==> src/inc/osc_sel_params.svh <==
`ifndef OSC_SEL_PARAMS_SVH
`define OSC_SEL_PARAMS_SVH

// group field codes
`define GRP_PRI_PLL    3'h7
`define GRP_PRI        3'h3
`define GRP_SEC        3'h0
`define GRP_FRC        3'h1
`define GRP_SLOW_RC    3'h2

// primary choice codes
`define PRI_EXTERNAL_CLOCK_IO_MODE_PLL4  5'h0d
`define PRI_EXTERNAL_CLOCK_IO_MODE_PLL8  5'h0e
`define PRI_EXTERNAL_CLOCK_IO_MODE_PLL16 5'h0f
`define PRI_FRC_PLL4   5'h01
`define PRI_FRC_PLL8   5'h0a
`define PRI_FRC_PLL16  5'h03
`define PRI_XT_PLL4    5'h05
`define PRI_XT_PLL8    5'h06
`define PRI_XT_PLL16   5'h07
`define PRI_HS2_PLL4   5'h11
`define PRI_HS2_PLL8   5'h12
`define PRI_HS2_PLL16  5'h13
`define PRI_HS3_PLL4   5'h15
`define PRI_HS3_PLL8   5'h16
`define PRI_HS3_PLL16  5'h17
`define PRI_EXTERNAL_CLOCK_IO_MODE       5'h0c
`define PRI_XT         5'h04
`define PRI_HS         5'h02
`define PRI_EC         5'h0b
`define PRI_ERC        5'h09
`define PRI_EXTERNAL_RC_IO_MODE      5'h08
`define PRI_XTL        5'h00

// start-up count and trim
`define STARTUP_CYCLES 1024
`define STARTUP_WIDTH  10
`define TRIM_RESET     4'h0
`define TRIM_WIDTH     4

// register addresses
`define ADDR_CONTROL   4'h0
`define ADDR_TRIM      4'h1
`define ADDR_STATUS    4'h2

// control register field positions
`define CTL_SEC_EN_BIT 1
`define CTL_NEW_LO     8
`define CTL_NEW_HI     10
`define CTL_CUR_LO     12
`define CTL_CUR_HI     14
`define CTL_LOCK_BIT   5

// status register bit positions
`define STS_RELEASE_BIT 0
`define STS_SW_EN_BIT   1
`define STS_DONE_BIT    2
`define STS_VALID_BIT   3

`endif

==> src/inc/osc_sel_pkg.sv <==
package osc_sel_pkg;
  typedef enum logic [1:0] {
    SRC_PRIMARY,
    SRC_SECONDARY,
    SRC_FAST_RC,
    SRC_SLOW_RC
  } source_t;

  typedef enum logic [1:0] {
    MULT_NONE,
    MULT_X4,
    MULT_X8,
    MULT_X16
  } mult_t;

  typedef enum logic [1:0] {
    PIN_CRYSTAL,
    PIN_IO,
    PIN_CLKOUT
  } pin2_t;

  typedef enum logic [1:0] {
    PRI_EXT_CLOCK,
    PRI_CRYSTAL,
    PRI_RC_NET,
    PRI_FAST_RC
  } pri_kind_t;
endpackage

==> src/inc/osc_sel_if.sv <==
`timescale 1ns/1ps
interface osc_sel_if;
  logic [2:0]           group;
  logic [4:0]           choice;
  osc_sel_pkg::source_t source;
  osc_sel_pkg::mult_t   mult;
  osc_sel_pkg::pin2_t   pin2;
  logic                 needs_startup;
  logic                 valid;

  modport decoder (input group, input choice,
                   output source, output mult, output pin2,
                   output needs_startup, output valid);
  modport user (output group, output choice,
                input source, input mult, input pin2,
                input needs_startup, input valid);
endinterface

==> src/osc_mode_decode.sv <==
`timescale 1ns/1ps
`include "osc_sel_params.svh"
module osc_mode_decode (
  osc_sel_if.decoder d
);
  function automatic osc_sel_pkg::mult_t pri_mult(input logic [4:0] c);
    case (c)
      `PRI_EXTERNAL_CLOCK_IO_MODE_PLL4, `PRI_FRC_PLL4, `PRI_XT_PLL4,
      `PRI_HS2_PLL4, `PRI_HS3_PLL4:    pri_mult = osc_sel_pkg::MULT_X4;
      `PRI_EXTERNAL_CLOCK_IO_MODE_PLL8, `PRI_FRC_PLL8, `PRI_XT_PLL8,
      `PRI_HS2_PLL8, `PRI_HS3_PLL8:    pri_mult = osc_sel_pkg::MULT_X8;
      `PRI_EXTERNAL_CLOCK_IO_MODE_PLL16, `PRI_FRC_PLL16, `PRI_XT_PLL16,
      `PRI_HS2_PLL16, `PRI_HS3_PLL16:  pri_mult = osc_sel_pkg::MULT_X16;
      default:                          pri_mult = osc_sel_pkg::MULT_NONE;
    endcase
  endfunction

  function automatic osc_sel_pkg::pri_kind_t pri_kind(input logic [4:0] c);
    case (c)
      `PRI_FRC_PLL4, `PRI_FRC_PLL8, `PRI_FRC_PLL16:
        pri_kind = osc_sel_pkg::PRI_FAST_RC;
      `PRI_EXTERNAL_CLOCK_IO_MODE_PLL4, `PRI_EXTERNAL_CLOCK_IO_MODE_PLL8, `PRI_EXTERNAL_CLOCK_IO_MODE_PLL16, `PRI_EXTERNAL_CLOCK_IO_MODE, `PRI_EC:
        pri_kind = osc_sel_pkg::PRI_EXT_CLOCK;
      `PRI_ERC, `PRI_EXTERNAL_RC_IO_MODE:
        pri_kind = osc_sel_pkg::PRI_RC_NET;
      default:
        pri_kind = osc_sel_pkg::PRI_CRYSTAL;
    endcase
  endfunction

  logic valid_pll;
  logic valid_pri;

  always_comb begin
    valid_pll = pri_mult(d.choice) != osc_sel_pkg::MULT_NONE;
    valid_pri = (d.choice == `PRI_EXTERNAL_CLOCK_IO_MODE) || (d.choice == `PRI_XT) || (d.choice == `PRI_HS)
             || (d.choice == `PRI_EC) || (d.choice == `PRI_ERC)
             || (d.choice == `PRI_EXTERNAL_RC_IO_MODE) || (d.choice == `PRI_XTL);
    d.source        = osc_sel_pkg::SRC_PRIMARY;
    d.mult          = osc_sel_pkg::MULT_NONE;
    d.needs_startup = 1'b0;
    d.valid         = 1'b1;
    // second pin follows the primary choice regardless of group
    case (d.choice)
      `PRI_EC, `PRI_ERC:
        d.pin2 = osc_sel_pkg::PIN_CLKOUT;
      `PRI_EXTERNAL_CLOCK_IO_MODE, `PRI_EXTERNAL_RC_IO_MODE, `PRI_EXTERNAL_CLOCK_IO_MODE_PLL4, `PRI_EXTERNAL_CLOCK_IO_MODE_PLL8, `PRI_EXTERNAL_CLOCK_IO_MODE_PLL16,
      `PRI_FRC_PLL4, `PRI_FRC_PLL8, `PRI_FRC_PLL16:
        d.pin2 = osc_sel_pkg::PIN_IO;
      default:
        d.pin2 = osc_sel_pkg::PIN_CRYSTAL;
    endcase
    case (d.group)
      `GRP_PRI_PLL: begin
        d.mult          = pri_mult(d.choice);
        d.source        = (pri_kind(d.choice) == osc_sel_pkg::PRI_FAST_RC)
                        ? osc_sel_pkg::SRC_FAST_RC : osc_sel_pkg::SRC_PRIMARY;
        d.needs_startup = pri_kind(d.choice) == osc_sel_pkg::PRI_CRYSTAL;
        d.valid         = valid_pll;
      end
      `GRP_PRI: begin
        d.source        = osc_sel_pkg::SRC_PRIMARY;
        d.needs_startup = (d.choice == `PRI_XT) || (d.choice == `PRI_HS)
                       || (d.choice == `PRI_XTL);
        d.valid         = valid_pri;
      end
      `GRP_SEC: begin
        d.source        = osc_sel_pkg::SRC_SECONDARY;
        d.needs_startup = 1'b1;
      end
      `GRP_FRC:
        d.source = osc_sel_pkg::SRC_FAST_RC;
      `GRP_SLOW_RC:
        d.source = osc_sel_pkg::SRC_SLOW_RC;
      default:
        d.valid = 1'b0;
    endcase
  end
endmodule

==> src/startup_timer.sv <==
`timescale 1ns/1ps
`include "osc_sel_params.svh"
module startup_timer #(
  parameter int WIDTH = `STARTUP_WIDTH
) (
  // clock and reset
  input  wire logic core_clk,
  input  wire logic rstn,
  // control
  input  wire logic restart,
  input  wire logic osc_tick,
  input  wire logic needed,
  // status
  output logic      done
);
  logic [WIDTH-1:0] count;
  logic             expired;
  logic [WIDTH-1:0] next_count;
  logic             next_expired;

  always_comb begin
    next_count   = count;
    next_expired = expired;
    if (restart) begin
      next_count   = '0;
      next_expired = 1'b0;
    end else if (!expired && osc_tick) begin
      next_count = count + 1'b1;
      // wrap of the full-width counter marks 1024 cycles
      if (count == {WIDTH{1'b1}})
        next_expired = 1'b1;
    end
  end

  always_ff @(posedge core_clk or negedge rstn) begin
    if (!rstn) begin
      count   <= '0;
      expired <= 1'b0;
    end else begin
      count   <= next_count;
      expired <= next_expired;
    end
  end

  assign done = expired || !needed;
endmodule

==> src/osc_source_select.sv <==
`timescale 1ns/1ps
`include "osc_sel_params.svh"
module osc_source_select #(
  parameter int TRIM_W = `TRIM_WIDTH
) (
  // clock and reset
  input  wire logic              core_clk,
  input  wire logic              rstn,
  // configuration bits and restart events
  input  wire logic [2:0]        group_config_bits,
  input  wire logic [4:0]        primary_choice_bits,
  input  wire logic [1:0]        switch_monitor_config,
  input  wire logic              por_bor_event,
  input  wire logic              sleep_wake,
  input  wire logic              sleep_active,
  // oscillator side
  input  wire logic              osc_tick,
  input  wire logic              pll_locked,
  // register port
  input  wire logic [3:0]        reg_addr,
  input  wire logic [15:0]       reg_wdata,
  input  wire logic              reg_write,
  input  wire logic              reg_read,
  output logic [15:0]            reg_rdata,
  // clock control outputs
  output logic                   clock_release,
  output osc_sel_pkg::source_t   sys_source,
  output osc_sel_pkg::mult_t     pll_mult,
  output logic                   pll_enable,
  output osc_sel_pkg::pin2_t     second_osc_pin_function,
  output logic                   secondary_osc_run,
  output logic                   fast_rc_run,
  output logic [TRIM_W-1:0]      rc_trim_code,
  output logic                   switching_enabled,
  output logic                   config_valid
);
  osc_sel_if dec ();

  logic [2:0]        current_group_field;
  logic [2:0]        new_group_field;
  logic              secondary_osc_enable;
  logic [TRIM_W-1:0] trim;
  logic              lock;
  logic              restart;
  logic              startup_done;
  logic [15:0]       rdata;

  logic [2:0]        next_current;
  logic [2:0]        next_new;
  logic              next_sec_en;
  logic [TRIM_W-1:0] next_trim;
  logic              next_lock;
  logic [15:0]       next_rdata;
  logic [15:0]       control_word;
  logic [15:0]       status_word;
  logic [15:0]       trim_word;
  logic              wr_control;
  logic              wr_trim;
  logic              rd_control;
  logic              rd_trim;
  logic              rd_status;

  // restart of the oscillator: reset event or wake from sleep
  assign restart = por_bor_event || sleep_wake;

  assign dec.group  = current_group_field;
  assign dec.choice = primary_choice_bits;

  osc_mode_decode u_decode (
    .d (dec)
  );

  startup_timer #(
    .WIDTH (`STARTUP_WIDTH)
  ) u_timer (
    .core_clk (core_clk),
    .rstn     (rstn),
    .restart  (restart),
    .osc_tick (osc_tick),
    .needed   (dec.needs_startup),
    .done     (startup_done)
  );

  function automatic logic [15:0] pack_control(input logic [2:0] cur,
                                                input logic [2:0] nxt,
                                                input logic       lk,
                                                input logic       sen);
    logic [15:0] w;
    w = 16'h0000;
    w[`CTL_CUR_HI:`CTL_CUR_LO] = cur;
    w[`CTL_NEW_HI:`CTL_NEW_LO] = nxt;
    w[`CTL_LOCK_BIT]           = lk;
    w[`CTL_SEC_EN_BIT]         = sen;
    pack_control = w;
  endfunction

  assign control_word = pack_control(current_group_field, new_group_field, lock,
                                     secondary_osc_enable);

  // switching is fused off when the top config bit is set
  assign switching_enabled = !switch_monitor_config[1];

  function automatic logic addr_hit(input logic [3:0] a,
                                    input logic [3:0] target,
                                    input logic       strobe);
    addr_hit = strobe && (a == target);
  endfunction

  function automatic logic [15:0] pack_status(input logic valid,
                                               input logic done,
                                               input logic sw_en,
                                               input logic rel);
    logic [15:0] w;
    w                   = 16'h0000;
    w[`STS_VALID_BIT]   = valid;
    w[`STS_DONE_BIT]    = done;
    w[`STS_SW_EN_BIT]   = sw_en;
    w[`STS_RELEASE_BIT] = rel;
    pack_status = w;
  endfunction

  // address decode shared by the write and read paths
  assign wr_control = addr_hit(reg_addr, `ADDR_CONTROL, reg_write);
  assign wr_trim    = addr_hit(reg_addr, `ADDR_TRIM, reg_write);
  assign rd_control = addr_hit(reg_addr, `ADDR_CONTROL, reg_read);
  assign rd_trim    = addr_hit(reg_addr, `ADDR_TRIM, reg_read);
  assign rd_status  = addr_hit(reg_addr, `ADDR_STATUS, reg_read);

  assign trim_word   = {{(16-TRIM_W){1'b0}}, trim};
  assign status_word = pack_status(config_valid, startup_done, switching_enabled,
                                   clock_release);

  // current and new group fields
  always_comb begin
    next_current = current_group_field;
    next_new     = new_group_field;
    if (por_bor_event) begin
      next_current = group_config_bits;
      next_new     = group_config_bits;
    end else begin
      if (!switching_enabled) begin
        // config bits steer selection through the current field, which reloads them every cycle
        next_current = group_config_bits;
      end
      // new group only stored; runtime switching is outside this block
      if (wr_control && switching_enabled) begin
        next_new = reg_wdata[`CTL_NEW_HI:`CTL_NEW_LO];
      end
    end
  end

  always_ff @(posedge core_clk or negedge rstn) begin
    if (!rstn) begin
      current_group_field <= `GRP_FRC;
      new_group_field     <= `GRP_FRC;
    end else begin
      current_group_field <= next_current;
      new_group_field     <= next_new;
    end
  end

  // secondary oscillator enable, software owned
  always_comb begin
    next_sec_en = secondary_osc_enable;
    if (wr_control) begin
      next_sec_en = reg_wdata[`CTL_SEC_EN_BIT];
    end
  end

  always_ff @(posedge core_clk or negedge rstn) begin
    if (!rstn) begin
      secondary_osc_enable <= 1'b0;
    end else begin
      secondary_osc_enable <= next_sec_en;
    end
  end

  // fast rc trim code, software owned
  always_comb begin
    next_trim = trim;
    if (wr_trim) begin
      next_trim = reg_wdata[TRIM_W-1:0];
    end
  end

  always_ff @(posedge core_clk or negedge rstn) begin
    if (!rstn) begin
      trim <= TRIM_W'(`TRIM_RESET);
    end else begin
      trim <= next_trim;
    end
  end

  // lock is registered so a read never catches a half-settled level
  always_comb begin
    next_lock = 1'b0;
    if (pll_enable) begin
      next_lock = pll_locked;
    end
  end

  always_ff @(posedge core_clk or negedge rstn) begin
    if (!rstn) begin
      lock <= 1'b0;
    end else begin
      lock <= next_lock;
    end
  end

  // read data stand for exactly one cycle after the read strobe
  always_comb begin
    next_rdata = 16'h0000;
    if (rd_control) begin
      next_rdata = control_word;
    end else if (rd_trim) begin
      next_rdata = trim_word;
    end else if (rd_status) begin
      next_rdata = status_word;
    end
  end

  always_ff @(posedge core_clk or negedge rstn) begin
    if (!rstn) begin
      rdata <= 16'h0000;
    end else begin
      rdata <= next_rdata;
    end
  end

  assign reg_rdata    = rdata;
  assign rc_trim_code = trim;

  // secondary source without its enable is not a usable system clock
  always_comb begin
    sys_source = dec.source;
    if (dec.source == osc_sel_pkg::SRC_SECONDARY && !secondary_osc_enable)
      sys_source = osc_sel_pkg::SRC_SLOW_RC;
  end

  assign config_valid            = dec.valid;
  assign pll_mult                = dec.mult;
  assign second_osc_pin_function = dec.pin2;

  // multiplier runs only when the decoder picked a gain
  always_comb begin
    pll_enable = 1'b0;
    if (dec.mult != osc_sel_pkg::MULT_NONE) begin
      pll_enable = 1'b1;
    end
  end

  // enable keeps it running through sleep as well
  always_comb begin
    secondary_osc_run = 1'b0;
    if (secondary_osc_enable) begin
      secondary_osc_run = 1'b1;
    end else if (current_group_field == `GRP_SEC && !sleep_active) begin
      secondary_osc_run = 1'b1;
    end
  end

  always_comb begin
    fast_rc_run = 1'b0;
    if (dec.source == osc_sel_pkg::SRC_FAST_RC) begin
      fast_rc_run = 1'b1;
    end
  end

  // release waits for a settled restart, and for the start-up count only in modes that need one
  always_comb begin
    clock_release = 1'b0;
    if (startup_done && !restart) begin
      clock_release = 1'b1;
    end
  end
endmodule

==> config.mk <==
export PLATFORM = sky130hd
export DESIGN_NAME = osc_source_select
export DESIGN_NICKNAME = d
export VERILOG_FILES = /design/src/inc/osc_sel_pkg.sv /design/src/inc/osc_sel_if.sv /design/src/osc_mode_decode.sv /design/src/startup_timer.sv /design/src/osc_source_select.sv
export VERILOG_INCLUDE_DIRS = /design/src /design/src/inc
export SDC_FILE = /design/constraint.sdc
export NUM_CORES = 1
export LEC_CHECK = 0
export BUFFER_PORTS_ARGS = -buffer_cell sky130_fd_sc_hd__buf_2
export CORE_ASPECT_RATIO = 1.25
export CORE_UTILIZATION = 49
export CTS_CLUSTER_SIZE = 14
export DETAILED_ROUTE_END_ITERATION = 12
export PLACE_DENSITY = 0.78
export SYNTH_ARGS = -nofsm -noshare
export SYNTH_HDL_FRONTEND = slang
export SYNTH_HIERARCHICAL = 1
export SYNTH_SLANG_ARGS = --single-unit
==> constraint.sdc <==
create_clock -name core_clk -period 1.8 [get_ports core_clk]
set_input_delay 0.18 -clock core_clk [delete_from_list [all_inputs] [get_ports core_clk]]
set_output_delay 0.18 -clock core_clk [all_outputs]
set_load 0.01 [all_outputs]
==> results_dict.tcl <==
set metrics [dict create \
    synth_cells 181 \
    violations "design-rule violations, negative setup slack" \
    fin_cells 287 \
    slew_headroom 0.5102 \
    placed_area_um2 2140 \
    ir_drop_uv 707.3 \
    start_util 0.5256 \
    synth_edf_count 0 \
    num_vias 1546 \
    die_h_um 71.22 \
    crit_type "flip-flop to output pin" \
    grt_max_degree 35 \
    post_drt_wl_per_cell_um 13.95 \
    syn-mean-instance-area_um2 10.38 \
    cts_tree "built" \
    crit_chain "o21ai_1 -> a21oi_1 -> a32o_1 -> nand2_1 -> nor3b_4 -> buf_2" \
    grt-ovfl-total 0 \
    drt_iter0_drc 57 \
    area_delta_synth_final_pct 29.18 \
    dpl.hpwl_um 2783 \
    end_kind "output pin" \
    crit_buf_inv 1 \
    netlist_area_um2 1878 \
    maxSlewViolCount 0 \
    rows 24 \
    grt_usage 0.2012 \
    power.leakage_nw 1.191 \
    fmax_mhz 547.2 \
    fin_area_um2 2426 \
    setup_viol 2 \
    root_buffer "clkbuf_8" \
    antenna_found_initial 0 \
    drc 1 \
    cts.clk_slew.worst_paths_ps 80 \
    io_pins 71 \
    antennaDiodeCount 0 \
    critPathLaunchType "flip-flop" \
    required_ps 1620 \
    cts.sinks 34 \
    yosysTopAreaCell "dfrtp_1" \
    viasPerCell 5.387 \
    dieArea_um2 4086 \
    synthDistinctLibCells 54 \
    hp-class "input pin to flip-flop" \
    drt-total-wl_um 4003 \
    synthArstFlopShare 1.000 \
    grt_pass1_vias 1446 \
    synth.top_cell.area_share 0.4264 \
    setup_slack_ps -27.43 \
    rsz0062_at_grt "yes" \
    cts_buffer_depth 2 \
    htreeDepth 2 \
    cts_buffers 5 \
    drive_above_1_share 0.4435 \
    ant_nets 0 \
    arrival_ps 1650 \
    die_x_um 57.38 \
    cap_violations 0 \
    dp.cells 270 \
    core_um2 3573 \
    period_needed_ps 1827 \
    place_congestion 0.7856 \
    crit_slowest_cell "dfrtp_2" \
    grt_pass1_wl_um 6210 \
    drt_pass1_iterations 8 \
    critPathTopFamily "compound AO/OA/AOI/OAI gates" \
    power_density_nw_per_um2 849.1 \
    cp_max_fo 6 \
    synth_ff_type "dfrtp_1" \
    ys_seq_elements 34 \
    clkLatencyLatePin_ps 280 \
    numPortBuffers 55 \
    worst_slew_pin_slew_ps 734.7 \
    fin_worst_skew_ps 7.464 \
    layout.nets 287 \
    ys_seq_area_frac 0.4544 \
    cpPeakStageDelay_ps 440 \
    hold_slack_ps 113.5 \
    period_share 1.015 \
    status "finished, violations left" \
    finalHoldViolCount 0 \
    synth_area_leaders "dfrtp_1, mux2_2, a21oi_1" \
    yosys_warnings 6 \
]
worst paths after layout:
| kind | start | end | slack [ps] | cells past startpoint |
|---|---|---|---|---|
| min in group asynchronous | rstn | reg_rdata[5]$_DFF_PN0_ | 480 | 2 |
| hold reg to reg | lock$_DFF_PN0_ | reg_rdata[5]$_DFF_PN0_ | 460 | 1 |
| setup reg to reg | current_group_field[2]$_DFFE_PN0P_ | reg_rdata[0]$_DFF_PN0_ | 70 | 8 |
| setup / recovery | current_group_field[2]$_DFFE_PN0P_ | clock_release | -30 | 6 |
| hold / removal | pll_locked | lock$_DFF_PN0_ | 110 | 2 |
| max in group asynchronous | rstn | current_group_field[2]$_DFFE_PN0P_ | 800 | 2 |
layer usage:
layer  global-route usage  vias to the layer above  part of all wire
met5                    0                        -                 0
met4              0.08401                        0             0.013
met3              0.04152                        7             0.035
met2               0.3514                       36              0.53
met1               0.2386                      739              0.42
li1                     -                      764                 -
synth_stat cells, types with 2 or more instances:
cell and n:
mux2i_1 3, and2b_2 2, dfrtp_1 32, a22oi_1 2, o21ai_0 8, a21oi_1 13, clkbuf_1 2, or3_2 2
nor3b_1 2, nand2_1 8, buf_4 5, or4_1 4, nor2b_1 7, xnor2_1 4, inv_1 9, buf_6 3
or3b_4 2, a31oi_1 3, dfstp_2 2, o31ai_1 3, and2_1 8, or3_1 2, mux2_2 9, nor2_1 14
or2_2 2, nor3_1 2
power by group:
group / internal, mW / switching [mW] / total [mW]
sequential: 0.811 / 0.0409 / 0.852
clock: 0.555 / 0.284 / 0.838
combinational: 0.186 / 0.184 / 0.370
state kept, by name, indices dropped and copies added, names as in the netlist:
register / flops
current_group_field: 3
rc_trim_code: 4
u_timer/count: 10
reg_rdata: 11
u_timer/expired: 1
new_group_field: 3
lock: 1
secondary_osc_enable: 1
cells in the final DEF (no fill, tap or decap), types with 4 or more instances in the layout:
cell	netlist	routed
a21oi_1	13	13
and2_1	8	8
buf_2	0	54
buf_4	5	8
clkbuf_8	1	5
conb_1	1	5
dfrtp_1	32	31
inv_1	9	9
mux2_2	9	9
nand2_1	8	7
nor2_1	14	13
nor2b_1	7	7
o21ai_0	8	7
or4_1	4	4
xnor2_1	4	4
stage by stage:
| step | TNS (ps) | setup WS (ps) | power, mW | utilization |
|---|---|---|---|---|
| 2_1_floorplan | 0 | 77.21 | 1.053 | - |
| 3_3_place_gp | 0 | 126.5 | 1.170 | 0.5987 |
| 3_5_place_dp | 0 | 126.5 | 1.177 | 0.5987 |
| 4_1_cts | -42.17 | -32.21 | 2.045 | 0.6649 |
| 5_1_grt | -325.2 | -125.3 | 2.144 | 0.6789 |
| 6_report | -54.33 | -27.43 | 2.060 | 0.6789 |
final cells by class:
type / instances / area [um2]
clock buffers: 5 / 68.82
clock inverters: 3 / 68.82
repair buffers: 66 / 374.1
multi-input cells: 131 / 977.2
fillers: 287 / 1147
inverters: 9 / 33.78
flip-flops and latches: 34 / 854.6
well taps: 39 / 48.80
cells by family after synthesis:
kind of cell             share of synthesized area
AND/OR/NAND/NOR                             0.2438
buffers and inverters                      0.06729
multiplexers                               0.06996
adder cells (fa/ha/maj)                   0.006661
other                                     0.001997
flip-flops                                  0.4544
AO/OA/AOI/OAI                               0.1326
XOR/XNOR                                   0.02332
repair_timing:
| action | CTS | global route |
|---|---|---|
| pin swaps | 2 | 1 |
| hold buffers | 1 | 0 |
| endpoints found under the hold margin | 32 | 0 |
| endpoints found under the setup margin | 3 | 7 |
| setup buffers | 7 | 2 |
| resized for setup | 8 | 9 |
Power figures use the tool's default switching activity.
